[src/ldss_pkg.sv]
// constants, types and timing for the led driver switch sequencer
// Operation
// - at 18V start, latch thermal threshold first, then enable switching
// - supply below 7.2V lockout stops all gate switching at once
// - gate off once primary current reaches the regulation peak threshold
// - gate on again when aux sense falls below 0V in off-time
// - minimum off-time; valley detections before it are ignored
// - sample aux sense exactly one off-state blanking after gate off
// - aux sense above 3.6V three times stops switching until lockout
// - supply above 29V three consecutive periods stops switching until lockout
// - after overvoltage trip hold gate off 300ms, then discharge and restart
// - max off timeouts for 10 to 20ms trip short circuit, restart after 300ms
// - short-circuit trip and restart repeats while the short persists
// - current sense above 1.8V turns the switch off in that cycle
// - after a max off-time timeout the next cycle limit is 0.8V
// - thermal threshold from resistor ratio: 79.4 at zero up to 135.2 open
// - soft start: ramp on-time limit so no current spikes at start
// - status shows the operating mode, valley start or timeout start, with no configuration
// - off-state blanking before aux sampling lasts 2.1 microseconds
// - ignore current sense for 240ns after each gate turn-on
package ldss_pkg;
    localparam int CLK_MHZ = 40;
    // times in their own units
    localparam int OFF_BLANK_NS = 2100;
    localparam int CS_BLANK_NS = 240;
    localparam int MIN_OFF_NS = 2500;
    localparam int TON_MAX_US = 25;
    localparam int OFF_MAX_US = 250;
    localparam int FAULT_HOLD_MS = 300;
    localparam int SHORT_MIN_MS = 10;
    // derived cycle counts, least times rounded up
    localparam logic [23:0] OFF_BLANK_CYC = 24'((OFF_BLANK_NS * CLK_MHZ + 999) / 1000);
    localparam logic [23:0] CS_BLANK_CYC = 24'((CS_BLANK_NS * CLK_MHZ + 999) / 1000);
    localparam logic [23:0] MIN_OFF_CYC = 24'((MIN_OFF_NS * CLK_MHZ + 999) / 1000);
    localparam logic [9:0] TON_MAX_CYC = 10'(TON_MAX_US * CLK_MHZ);
    localparam logic [23:0] OFF_MAX_CYC = 24'(OFF_MAX_US * CLK_MHZ);
    localparam logic [23:0] FAULT_HOLD_CYC = 24'(FAULT_HOLD_MS * 1000 * CLK_MHZ);
    // timeouts in a row that cover at least the short-circuit window
    localparam logic [5:0] SHORT_TIMEOUTS =
        6'((SHORT_MIN_MS * 1000 + OFF_MAX_US - 1) / OFF_MAX_US);
    localparam logic [1:0] OV_EVENTS = 2'h3;
    // soft-start on-time limit: first value and growth per cycle
    localparam logic [9:0] SS_START_CYC = 10'h064;
    localparam logic [9:0] SS_STEP_CYC = 10'h004;
    // thermal threshold in tenths of a degree, by ratio code 0..7 (7 = open)
    localparam logic [10:0] THERMAL_TBL [8] = '{
        11'h31A, 11'h361, 11'h3AA, 11'h3F6, 11'h445, 11'h498, 11'h4EE, 11'h548
    };
    localparam logic [10:0] THERMAL_RST = 11'h548;

    typedef enum logic [2:0] {
        ST_LOCK = 3'h0,
        ST_SENSE = 3'h1,
        ST_ON = 3'h3,
        ST_OFF = 3'h2,
        ST_HOLD = 3'h6,
        ST_DISCH = 3'h7
    } ldss_state_t;

    // comparator outputs from the analog front end
    typedef struct packed {
        logic supply_start;     // supply at or above 18V
        logic supply_lockout;   // supply below 7.2V
        logic supply_ov;        // supply above 29V
        logic cs_peak;          // current at sense_reference peak
        logic cs_ocp_hi;        // current sense above 1.8V
        logic cs_ocp_lo;        // current sense above 0.8V
        logic aux_below_zero;   // aux_winding_sense below 0V
        logic aux_ov;           // aux_winding_sense above 3.6V
    } ldss_cmp_t;

    typedef struct packed {
        logic overvoltage_trip;
        logic short_circuit_trip;
        logic supply_discharge;
        logic quasi_resonant_operation; // 0 = critical_conduction
    } ldss_stat_t;
endpackage : ldss_pkg

[src/ldss_thermal_latch.sv]
// thermal_regulation threshold latch, loaded once per start-up
`timescale 1ns/100ps
module ldss_thermal_latch (
    input wire logic mclk_i,
    input wire logic reset_i,
    input wire logic load_i,
    input wire logic [2:0] ratio_code_i,
    output logic [10:0] threshold_o
);
    logic [10:0] thr_d;
    logic [10:0] thr_q;

    // table lookup, monotonic in the ratio code
    always_comb
    begin
        thr_d = thr_q;
        if (load_i)
        begin
            thr_d = ldss_pkg::THERMAL_TBL[ratio_code_i];
        end
    end

    always_ff @(posedge mclk_i)
    begin
        if (reset_i)
        begin
            thr_q <= ldss_pkg::THERMAL_RST;
        end
        else
        begin
            thr_q <= thr_d;
        end
    end

    assign threshold_o = thr_q;
endmodule : ldss_thermal_latch

[src/ldss_sequencer.sv]
// gate switching sequencer and fault supervisor
`timescale 1ns/100ps
module ldss_sequencer #(
    parameter logic [23:0] OFF_MAX_CYC = ldss_pkg::OFF_MAX_CYC,
    parameter logic [23:0] FAULT_HOLD_CYC = ldss_pkg::FAULT_HOLD_CYC
) (
    input wire logic mclk_i,
    input wire logic reset_i,
    input wire ldss_pkg::ldss_cmp_t cmp_i,
    input wire logic [2:0] thermal_set_pin_i,
    output logic gate_drive_out_o,
    output logic [10:0] thermal_threshold_o,
    output ldss_pkg::ldss_stat_t status_o
);
    ldss_pkg::ldss_state_t state_d;
    ldss_pkg::ldss_state_t state_q;
    logic [23:0] cnt_d;
    logic [23:0] cnt_q;
    logic gate_d;
    logic gate_q;
    logic [1:0] aux_ov_cnt_d;
    logic [1:0] aux_ov_cnt_q;
    logic [1:0] vdd_ov_cnt_d;
    logic [1:0] vdd_ov_cnt_q;
    logic [5:0] short_cnt_d;
    logic [5:0] short_cnt_q;
    logic tmo_d;
    logic tmo_q;
    logic [9:0] on_lim_d;
    logic [9:0] on_lim_q;
    logic aux_neg_q;
    logic load_thr;
    logic valley;
    logic blank_done;
    logic ocp;
    logic start_cycle;
    ldss_pkg::ldss_stat_t stat_d;
    ldss_pkg::ldss_stat_t stat_q;

    ldss_thermal_latch u_thermal (
        .mclk_i(mclk_i),
        .reset_i(reset_i),
        .load_i(load_thr),
        .ratio_code_i(thermal_set_pin_i),
        .threshold_o(thermal_threshold_o)
    );

    // falling aux edge, only honoured after the minimum off-time
    assign valley = cmp_i.aux_below_zero && !aux_neg_q
        && (cnt_q >= ldss_pkg::MIN_OFF_CYC);
    assign blank_done = cnt_q >= ldss_pkg::CS_BLANK_CYC;
    // reduced limit after a timeout keeps short-circuit probing gentle
    assign ocp = tmo_q ? cmp_i.cs_ocp_lo : cmp_i.cs_ocp_hi;

    // next state of the switching sequence and fault bookkeeping
    always_comb
    begin
        state_d = state_q;
        cnt_d = cnt_q + 24'h1;
        gate_d = 1'b0;
        aux_ov_cnt_d = aux_ov_cnt_q;
        vdd_ov_cnt_d = vdd_ov_cnt_q;
        short_cnt_d = short_cnt_q;
        tmo_d = tmo_q;
        on_lim_d = on_lim_q;
        stat_d = stat_q;
        stat_d.supply_discharge = 1'b0;
        load_thr = 1'b0;
        start_cycle = 1'b0;
        case (state_q)
            ldss_pkg::ST_LOCK:
            begin
                cnt_d = 24'h0;
                aux_ov_cnt_d = 2'h0;
                vdd_ov_cnt_d = 2'h0;
                short_cnt_d = 6'h0;
                tmo_d = 1'b0;
                on_lim_d = ldss_pkg::SS_START_CYC;
                stat_d = '0;
                if (cmp_i.supply_start && !cmp_i.supply_lockout)
                begin
                    state_d = ldss_pkg::ST_SENSE;
                end
            end
            ldss_pkg::ST_SENSE:
            begin
                load_thr = 1'b1;
                state_d = ldss_pkg::ST_ON;
                cnt_d = 24'h0;
                gate_d = 1'b1;
            end
            ldss_pkg::ST_ON:
            begin
                gate_d = 1'b1;
                // sense ignored during leading-edge blanking
                if ((blank_done && (cmp_i.cs_peak || ocp))
                    || (cnt_q >= {14'h0, on_lim_q} - 24'h1))
                begin
                    state_d = ldss_pkg::ST_OFF;
                    gate_d = 1'b0;
                    cnt_d = 24'h0;
                    if (on_lim_q < ldss_pkg::TON_MAX_CYC)
                    begin
                        on_lim_d = on_lim_q + ldss_pkg::SS_STEP_CYC;
                    end
                end
            end
            ldss_pkg::ST_OFF:
            begin
                if (valley)
                begin
                    start_cycle = 1'b1;
                    tmo_d = 1'b0;
                    short_cnt_d = 6'h0;
                    stat_d.quasi_resonant_operation = 1'b0;
                end
                else if (cnt_q >= OFF_MAX_CYC - 24'h1)
                begin
                    start_cycle = 1'b1;
                    tmo_d = 1'b1;
                    short_cnt_d = short_cnt_q + 6'h1;
                    stat_d.quasi_resonant_operation = 1'b1;
                    if (short_cnt_q == ldss_pkg::SHORT_TIMEOUTS - 6'h1)
                    begin
                        stat_d.short_circuit_trip = 1'b1;
                        start_cycle = 1'b0;
                        state_d = ldss_pkg::ST_HOLD;
                        cnt_d = 24'h0;
                    end
                end
                // output voltage sample, one blanking after turn-off
                if (cnt_q == ldss_pkg::OFF_BLANK_CYC && cmp_i.aux_ov)
                begin
                    aux_ov_cnt_d = aux_ov_cnt_q + 2'h1;
                    if (aux_ov_cnt_q == ldss_pkg::OV_EVENTS - 2'h1)
                    begin
                        stat_d.overvoltage_trip = 1'b1;
                        start_cycle = 1'b0;
                        state_d = ldss_pkg::ST_HOLD;
                        cnt_d = 24'h0;
                    end
                end
                // supply overvoltage checked once per switching period
                if (start_cycle)
                begin
                    vdd_ov_cnt_d = cmp_i.supply_ov ? vdd_ov_cnt_q + 2'h1 : 2'h0;
                    if (cmp_i.supply_ov && vdd_ov_cnt_q == ldss_pkg::OV_EVENTS - 2'h1)
                    begin
                        stat_d.overvoltage_trip = 1'b1;
                        start_cycle = 1'b0;
                        state_d = ldss_pkg::ST_HOLD;
                        cnt_d = 24'h0;
                    end
                end
                if (start_cycle)
                begin
                    state_d = ldss_pkg::ST_ON;
                    gate_d = 1'b1;
                    cnt_d = 24'h0;
                end
            end
            ldss_pkg::ST_HOLD:
            begin
                // gate stays off for the full hold time
                if (cnt_q >= FAULT_HOLD_CYC - 24'h1)
                begin
                    state_d = ldss_pkg::ST_DISCH;
                end
            end
            ldss_pkg::ST_DISCH:
            begin
                cnt_d = 24'h0;
                stat_d.supply_discharge = 1'b1;
            end
            default:
            begin
                state_d = ldss_pkg::ST_LOCK;
            end
        endcase
        // lockout overrides state, gate and count; the only way back is a fresh start
        if (cmp_i.supply_lockout && state_q != ldss_pkg::ST_LOCK)
        begin
            state_d = ldss_pkg::ST_LOCK;
            gate_d = 1'b0;
            cnt_d = 24'h0;
        end
    end

    // register every piece of sequencer state
    always_ff @(posedge mclk_i)
    begin
        if (reset_i)
        begin
            state_q <= ldss_pkg::ST_LOCK;
            cnt_q <= 24'h0;
            gate_q <= 1'b0;
            aux_ov_cnt_q <= 2'h0;
            vdd_ov_cnt_q <= 2'h0;
            short_cnt_q <= 6'h0;
            tmo_q <= 1'b0;
            on_lim_q <= ldss_pkg::SS_START_CYC;
            aux_neg_q <= 1'b0;
            stat_q <= '0;
        end
        else
        begin
            state_q <= state_d;
            cnt_q <= cnt_d;
            gate_q <= gate_d;
            aux_ov_cnt_q <= aux_ov_cnt_d;
            vdd_ov_cnt_q <= vdd_ov_cnt_d;
            short_cnt_q <= short_cnt_d;
            tmo_q <= tmo_d;
            on_lim_q <= on_lim_d;
            aux_neg_q <= cmp_i.aux_below_zero;
            stat_q <= stat_d;
        end
    end

    assign gate_drive_out_o = gate_q;
    assign status_o = stat_q;
endmodule : ldss_sequencer

[config.mk]
export PLATFORM = sky130hd
export DESIGN_NAME = ldss_sequencer
export DESIGN_NICKNAME = d
export VERILOG_FILES = /design/src/ldss_pkg.sv /design/src/ldss_thermal_latch.sv /design/src/ldss_sequencer.sv
export SDC_FILE = /design/constraint.sdc
export NUM_CORES = 1
export LEC_CHECK = 0
export ABC_AREA = 1
export BUFFER_PORTS_ARGS = -buffer_cell sky130_fd_sc_hd__clkbuf_2
export CAP_MARGIN = 25
export CORE_MARGIN = 8
export CORE_UTILIZATION = 35
export CTS_CLUSTER_DIAMETER = 150
export CTS_CLUSTER_SIZE = 16
export DETAILED_ROUTE_END_ITERATION = 7
export MAX_ROUTING_LAYER = met4
export RECOVER_POWER = 50
export SETUP_SLACK_MARGIN = 0.5
export SYNTH_ARGS = -nofsm -noshare
export SYNTH_HDL_FRONTEND = slang
export SYNTH_HIERARCHICAL = 1
export SYNTH_SLANG_ARGS = --single-unit
[constraint.sdc]
create_clock -name mclk_i -period 2.8 [get_ports mclk_i]
set_input_delay 0.14 -clock mclk_i [delete_from_list [all_inputs] [get_ports mclk_i]]
set_output_delay 0.14 -clock mclk_i [all_outputs]
set_load 0.02 [all_outputs]
=== Word-level counts from Yosys, hierarchy flattened ===
Memory sizes are Yosys's and may differ from the RTL's. A register that Yosys moved wholly into a read port is not among the register bits.
Index checks and enable logic that the tools add are counted.

* Bits in registers: 53
* ROM bits: 88
* Memories: 1

{| class="wikitable"
|+ Memories
! memory !! words !! width !! rd ports !! clocked after Yosys merged registers in !! wr ports !! RTL line !! RTL
|-
| (name not given) || 8 || 11 || 1 || 1 || 0 || ldss_thermal_latch.sv:19 || <nowiki>thr_d = ldss_pkg::THERMAL_TBL[ratio_code_i];</nowiki>
|}

* $add $sub $neg: 6
* Magnitude comparators: 6
* Equal/unequal tests: 19
* Multiplexer cells: 59
* Bitwise gates (word level): 2
* Reductions and logical operators: 23

{| class="wikitable"
|+ Operators with widths
! cell !! number
|-
| 2-to-1 mux 24 bit || 9
|-
| one-hot mux 24 bit (3 select lines) || 1
|-
| 2-to-1 mux 3 bit || 11
|-
| adder 24 x 1 -> 24 bit (second input constant) || 1
|-
| equality test 24 x 7 -> 1 bit (second input constant) || 1
|-
| greater-or-equal comparator 24 x 14 -> 1 bit (second input constant) || 1
|-
| greater-or-equal comparator 24 bit || 1
|-
| greater-or-equal comparator 24 bit (second input constant) || 1
|-
| greater-or-equal comparator 24 x 4 -> 1 bit (second input constant) || 1
|-
| greater-or-equal comparator 24 x 7 -> 1 bit (second input constant) || 1
|-
| 2-to-1 mux 1 bit || 23
|-
| 2-to-1 mux 10 bit || 2
|-
| one-hot mux 10 bit (2 select lines) || 1
|-
| one-hot mux 3 bit (6 select lines) || 1
|-
| inequality test 2 bit (second input constant) || 8
|-
| 2-to-1 mux 6 bit || 2
|-
| one-hot mux 2 bit (2 select lines) || 3
|-
| one-hot mux 6 bit (2 select lines) || 1
|-
| subtractor 10 x 1 -> 11 bit (second input constant) || 1
|-
| adder 10 x 3 -> 10 bit (second input constant) || 1
|-
| less-than comparator 10 bit (second input constant) || 1
|-
| AND reduction 4 bit || 2
|-
| logical AND 1 bit || 7
|-
| adder 6 x 1 -> 6 bit (second input constant) || 1
|-
| other kinds (22) || 33
|}

=== Longest topological paths before layout ===
* Depth after elaboration: 11
* Depth in mapped cells: 18

=== Modules after synthesis ===
The synthesis kept the hierarchy.

{| class="wikitable"
|+ Modules (own cells, without submodules)
! module !! instances !! cells each !! area an instance (um^2) !! seq. area each (um^2)
|-
| ldss_sequencer || 1 || 613 || 3900.0 || 1021.0
|-
| ldss_thermal_latch || 1 || 78 || 575.6 || 220.2
|}

=== Worst setup path after synthesis ===
OpenSTA, ideal clock, no wires.

* Kind: register to register
* Start: reg on_lim_q[2]
* End: reg on_lim_q[5]
* Library setup time: 0.125 ns
* Data arrival time: 2.655 ns
* Required time: 2.675 ns
* Path slack: 0.020 ns
* Stages on the path, launching flop included: 18
* Period minus slack after synthesis: 2.780 ns
* Cells stage by stage: dfxtp_1 inv_1 ha_1 nand2_1 nor2_1 nand3_1 ha_1 nand2_1 nor2_1 nand2_1 nor2_1 nor2_1 nand2_1 nand2_1 nand2_2 nand2_2 o21ai_0 nand3_1

* Word-level cells in the longest chain between the ends: 5

{| class="wikitable"
|+ RTL lines
! what !! RTL line !! RTL
|-
| start: declaration || ldss_sequencer.sv:30 || <nowiki>logic [9:0] on_lim_q;</nowiki>
|-
| start signal: assignment || ldss_sequencer.sv:201 || <nowiki>on_lim_q <= ldss_pkg::SS_START_CYC;</nowiki>
|-
| start signal: assignment || ldss_sequencer.sv:214 || <nowiki>on_lim_q <= on_lim_d;</nowiki>
|-
| subtractor 10 x 1 -> 11 bit || ldss_sequencer.sv:97 || <nowiki>|| (cnt_q >= {14'h0, on_lim_q} - 24'h1))</nowiki>
|-
| greater-or-equal comparator 24 bit || ldss_sequencer.sv:97 ||
|-
| logical OR 1 bit || ldss_sequencer.sv:97 ||
|-
| inequality test 2 bit (no source line) || - ||
|-
| AND reduction 3 bit (no source line) || - ||
|}

Several ways; a longest one is shown, not always the timed one. The select of a mux whose other input is x is not followed.
A chain may end at the register's enable or synchronous reset.

=== Worst setup path after layout ===
* Start: reg on_lim_q[3]
* End: reg on_lim_q[4]

The elaborated chain is that of the path after synthesis.

==> impl_metrics.env <==
export IMPL_outcome="complete, no violations"
export IMPL_criticalPathCategory="flop to flop"
export IMPL_drt_initial_drc_count=183
export IMPL_root_buffer="clkbuf_16"
export IMPL_die_area_mm2=0.01666
export IMPL_synth_edf_count=0
export IMPL_path_clk_slew_ns=0.06
export IMPL_drt_first_pass_iters=4
export IMPL_cap_violations=0
export IMPL_worstPathMaxFanout=7
export IMPL_ys_seq_area_share_pct=27.73
export IMPL_fmax_ghz=0.3943
export IMPL_final_hold_violation_count=0
export IMPL_worst_pin_slew_ns=0.9541
export IMPL_post_drt_wl_per_cell_um=12.63
export IMPL_grt_pass1_vias=3877
export IMPL_critPathMaxStageDelay_ns=0.36
export IMPL_fp_dieH_um=129.1
export IMPL_synthTopCellsByArea="dfxtp_1 28%, nand2_1 13%, ha_1 10%, nor2_1 9.6%, inv_1 7.1%"
export IMPL_dp_final_hpwl_um=8113
export IMPL_area_delta_synth_final_pct=22.76
export IMPL_synth_cell_types=34
export IMPL_synthCells=691
export IMPL_nets=785
export IMPL_required_ns=3.05
export IMPL_synth_seq_cells=62
export IMPL_io_pin_count=29
export IMPL_finClkSkew_ns=0.01027
export IMPL_die_w_um=129.1
export IMPL_worst_setup_path_start_kind="flop"
export IMPL_synthTopCellsByCount="152 x nand2_1, 114 x nor2_1, 85 x inv_1, 62 x dfxtp_1, 50 x nand3_1"
export IMPL_slew_viol_final=0
export IMPL_tns_ns=0
export IMPL_cp_cell_sequence="inv_4 -> ha_4 -> nand2_4 -> nor2_4 -> buf_6 -> nand3_4 -> ha_4 -> nand2_1 -> inv_2 -> nand2_1 -> a21oi_2 -> nor2_1 -> nand2_1 -> inv_1 -> nand2_4 -> buf_12 -> buf_6 -> nand4_1 -> a21oi_1"
export IMPL_drc=0
export IMPL_hold_class="primary input to flop"
export IMPL_synth_area_per_cell_um2=6.477
export IMPL_cts_num_sinks=62
export IMPL_async_flop_share_pct=0
export IMPL_grt_pass1_wl_um=18670
export IMPL_dp_worst_setup_slack_ns=0.1816
export IMPL_syn_area_mm2=0.004476
export IMPL_place_congestion=0.9056
export IMPL_drive_gt1_share_pct=21.22
export IMPL_synth_flop_cell="dfxtp_1"
export IMPL_diodes=0
export IMPL_synth_most_common_cell="nand2_1"
export IMPL_cp_common_cell="nand2_1"
export IMPL_powerDensity_mw_per_mm2=593.4
export IMPL_antenna_found_initial=0
export IMPL_h_tree_depth=3
export IMPL_ys_warnings_count=6
export IMPL_vias_per_cell=4.621
export IMPL_drt_total_wl_um=11520
export IMPL_row_count=41
export IMPL_core_area_mm2=0.01257
export IMPL_holdWs_ns=0.04109
export IMPL_start_util_pct=35.61
export IMPL_cpLargestDelayFamily="simple AND/OR/NAND/NOR gates"
export IMPL_cts_max_path_buffers=2
export IMPL_grt_use_total_pct=14.50
export IMPL_cts_buffers=9
export IMPL_instances_no_fill=912
export IMPL_rsz0062_at_grt="true"
export IMPL_synth_top_area_share_pct=27.73
export IMPL_max_vdd_ir_drop_mv=0.2945
export IMPL_yosysTopAreaCell="dfxtp_1"
export IMPL_endpoint_kind="flop"
export IMPL_fin_ws_ns=0.2639
export IMPL_crit_buf_inv=6
export IMPL_ant_nets=0
export IMPL_leakagePower_nw=2.543
export IMPL_cts_tree="done"
export IMPL_placedCellCount=880
export IMPL_grt_max_degree=26
export IMPL_cp_arrival_ns=2.79
export IMPL_synth_fp_nets=741
export IMPL_fin_crit_ns=2.536
export IMPL_fin_crit_sh_pct=90.57
export IMPL_setup_viol=0
export IMPL_slew_headroom_pct=36.39
export IMPL_port_buffers=28
export IMPL_gr_total_overflow=0
export IMPL_ctsHoldBuffers=0
export IMPL_slowest_stage="dfxtp_4"
export IMPL_insertion_delay_ns=0.34
export IMPL_num_vias=4214
final cells by class:
type / count / area (um^2)
tap: 172 / 215.2
multi-input combinational: 503 / 3023
sequential: 62 / 1251
fill: 1317 / 7074
clock inverter: 5 / 35.03
inverter: 112 / 425.4
timing repair buffer: 47 / 311.5
clock buffer: 11 / 232.7
worst reg2reg max path: cells and delay by family, from the launching register on:
family | cells | cell delay, ns
flops | 1 | 0.36
simple gates | 9 | 0.79
compound gates | 2 | 0.28
fa+ha+maj | 2 | 0.47
buf+inv | 6 | 0.54
per-layer routing:
metal | vias to the layer above | wire length (um) | GRT usage [%]
met5 | - | 0 | -
met4 | 0 | 187 | 5.874
met3 | 14 | 303 | 2.712
met2 | 46 | 5458 | 22.75
met1 | 1902 | 5567 | 18.01
li1 | 2252 | - | -
registers in the layout (all words and copies together) (netlist names):
name,flops
cnt_q,24
short_cnt_q,6
state_q,3
aux_neg_q,1
status_o,4
aux_ov_cnt_q,2
on_lim_q,8
vdd_ov_cnt_q,2
u_thermal/threshold_o,11
gate_drive_out_o,1
kinds of logic after synthesis:
| logic type | share of synthesized area [%] |
|---|---|
| compound gates | 7.744 |
| flops | 27.73 |
| simple gates | 37.43 |
| buf+inv | 11.85 |
| xor+xnor | 4.892 |
| fa+ha+maj | 10.34 |
report_power, final:
group          total (mW)  switching, mW  internal (mW)
Clock                1.03          0.430          0.601
Sequential           1.06         0.0768          0.988
Combinational        1.17          0.750          0.416
Total                3.26           1.26           2.00
cells in the final DEF (no fill, tap or decap), types with 11 or more instances in the layout:
cell / count
a21oi_1: 27
clkbuf_1: 21
clkbuf_2: 11
dfxtp_1: 58
ha_1: 25
ha_4: 12
inv_1: 82
inv_2: 26
nand2_1: 143
nand2_2: 30
nand3_1: 47
nand4_1: 14
nor2_1: 105
o21ai_0: 12
xor2_1: 20
worst paths after layout:
kind / to / cells past startpoint / slack (ns) / start
setup / recovery: on_lim_q[4] / 19 / 0.26 / on_lim_q[3]
hold / removal: aux_neg_q / 3 / 0.04 / cmp_i[1]
setup reg to reg: on_lim_q[4] / 19 / 0.26 / on_lim_q[3]
hold reg to reg: u_thermal/threshold_o[6] / 2 / 0.46 / u_thermal/threshold_o[6]
stage by stage:
step                      util (%)  power, mW  cell area (um^2)
after floorplan                  -      1.865              4577
after global placement       38.71      2.095              4865
after detailed placement     38.71      2.098              4865
after CTS                    42.28      3.276              5314
after global routing         43.71      3.487              5494
final                        43.71      3.260              5494
repair_timing:
action                                  CTS  global route
pin swaps                                11            25
gates resized for setup                  16            40
gates cloned                              2             1
setup buffers                             9             4
endpoints found under the setup margin   36            36
Note: power is estimated with default switching activity, not from simulation.
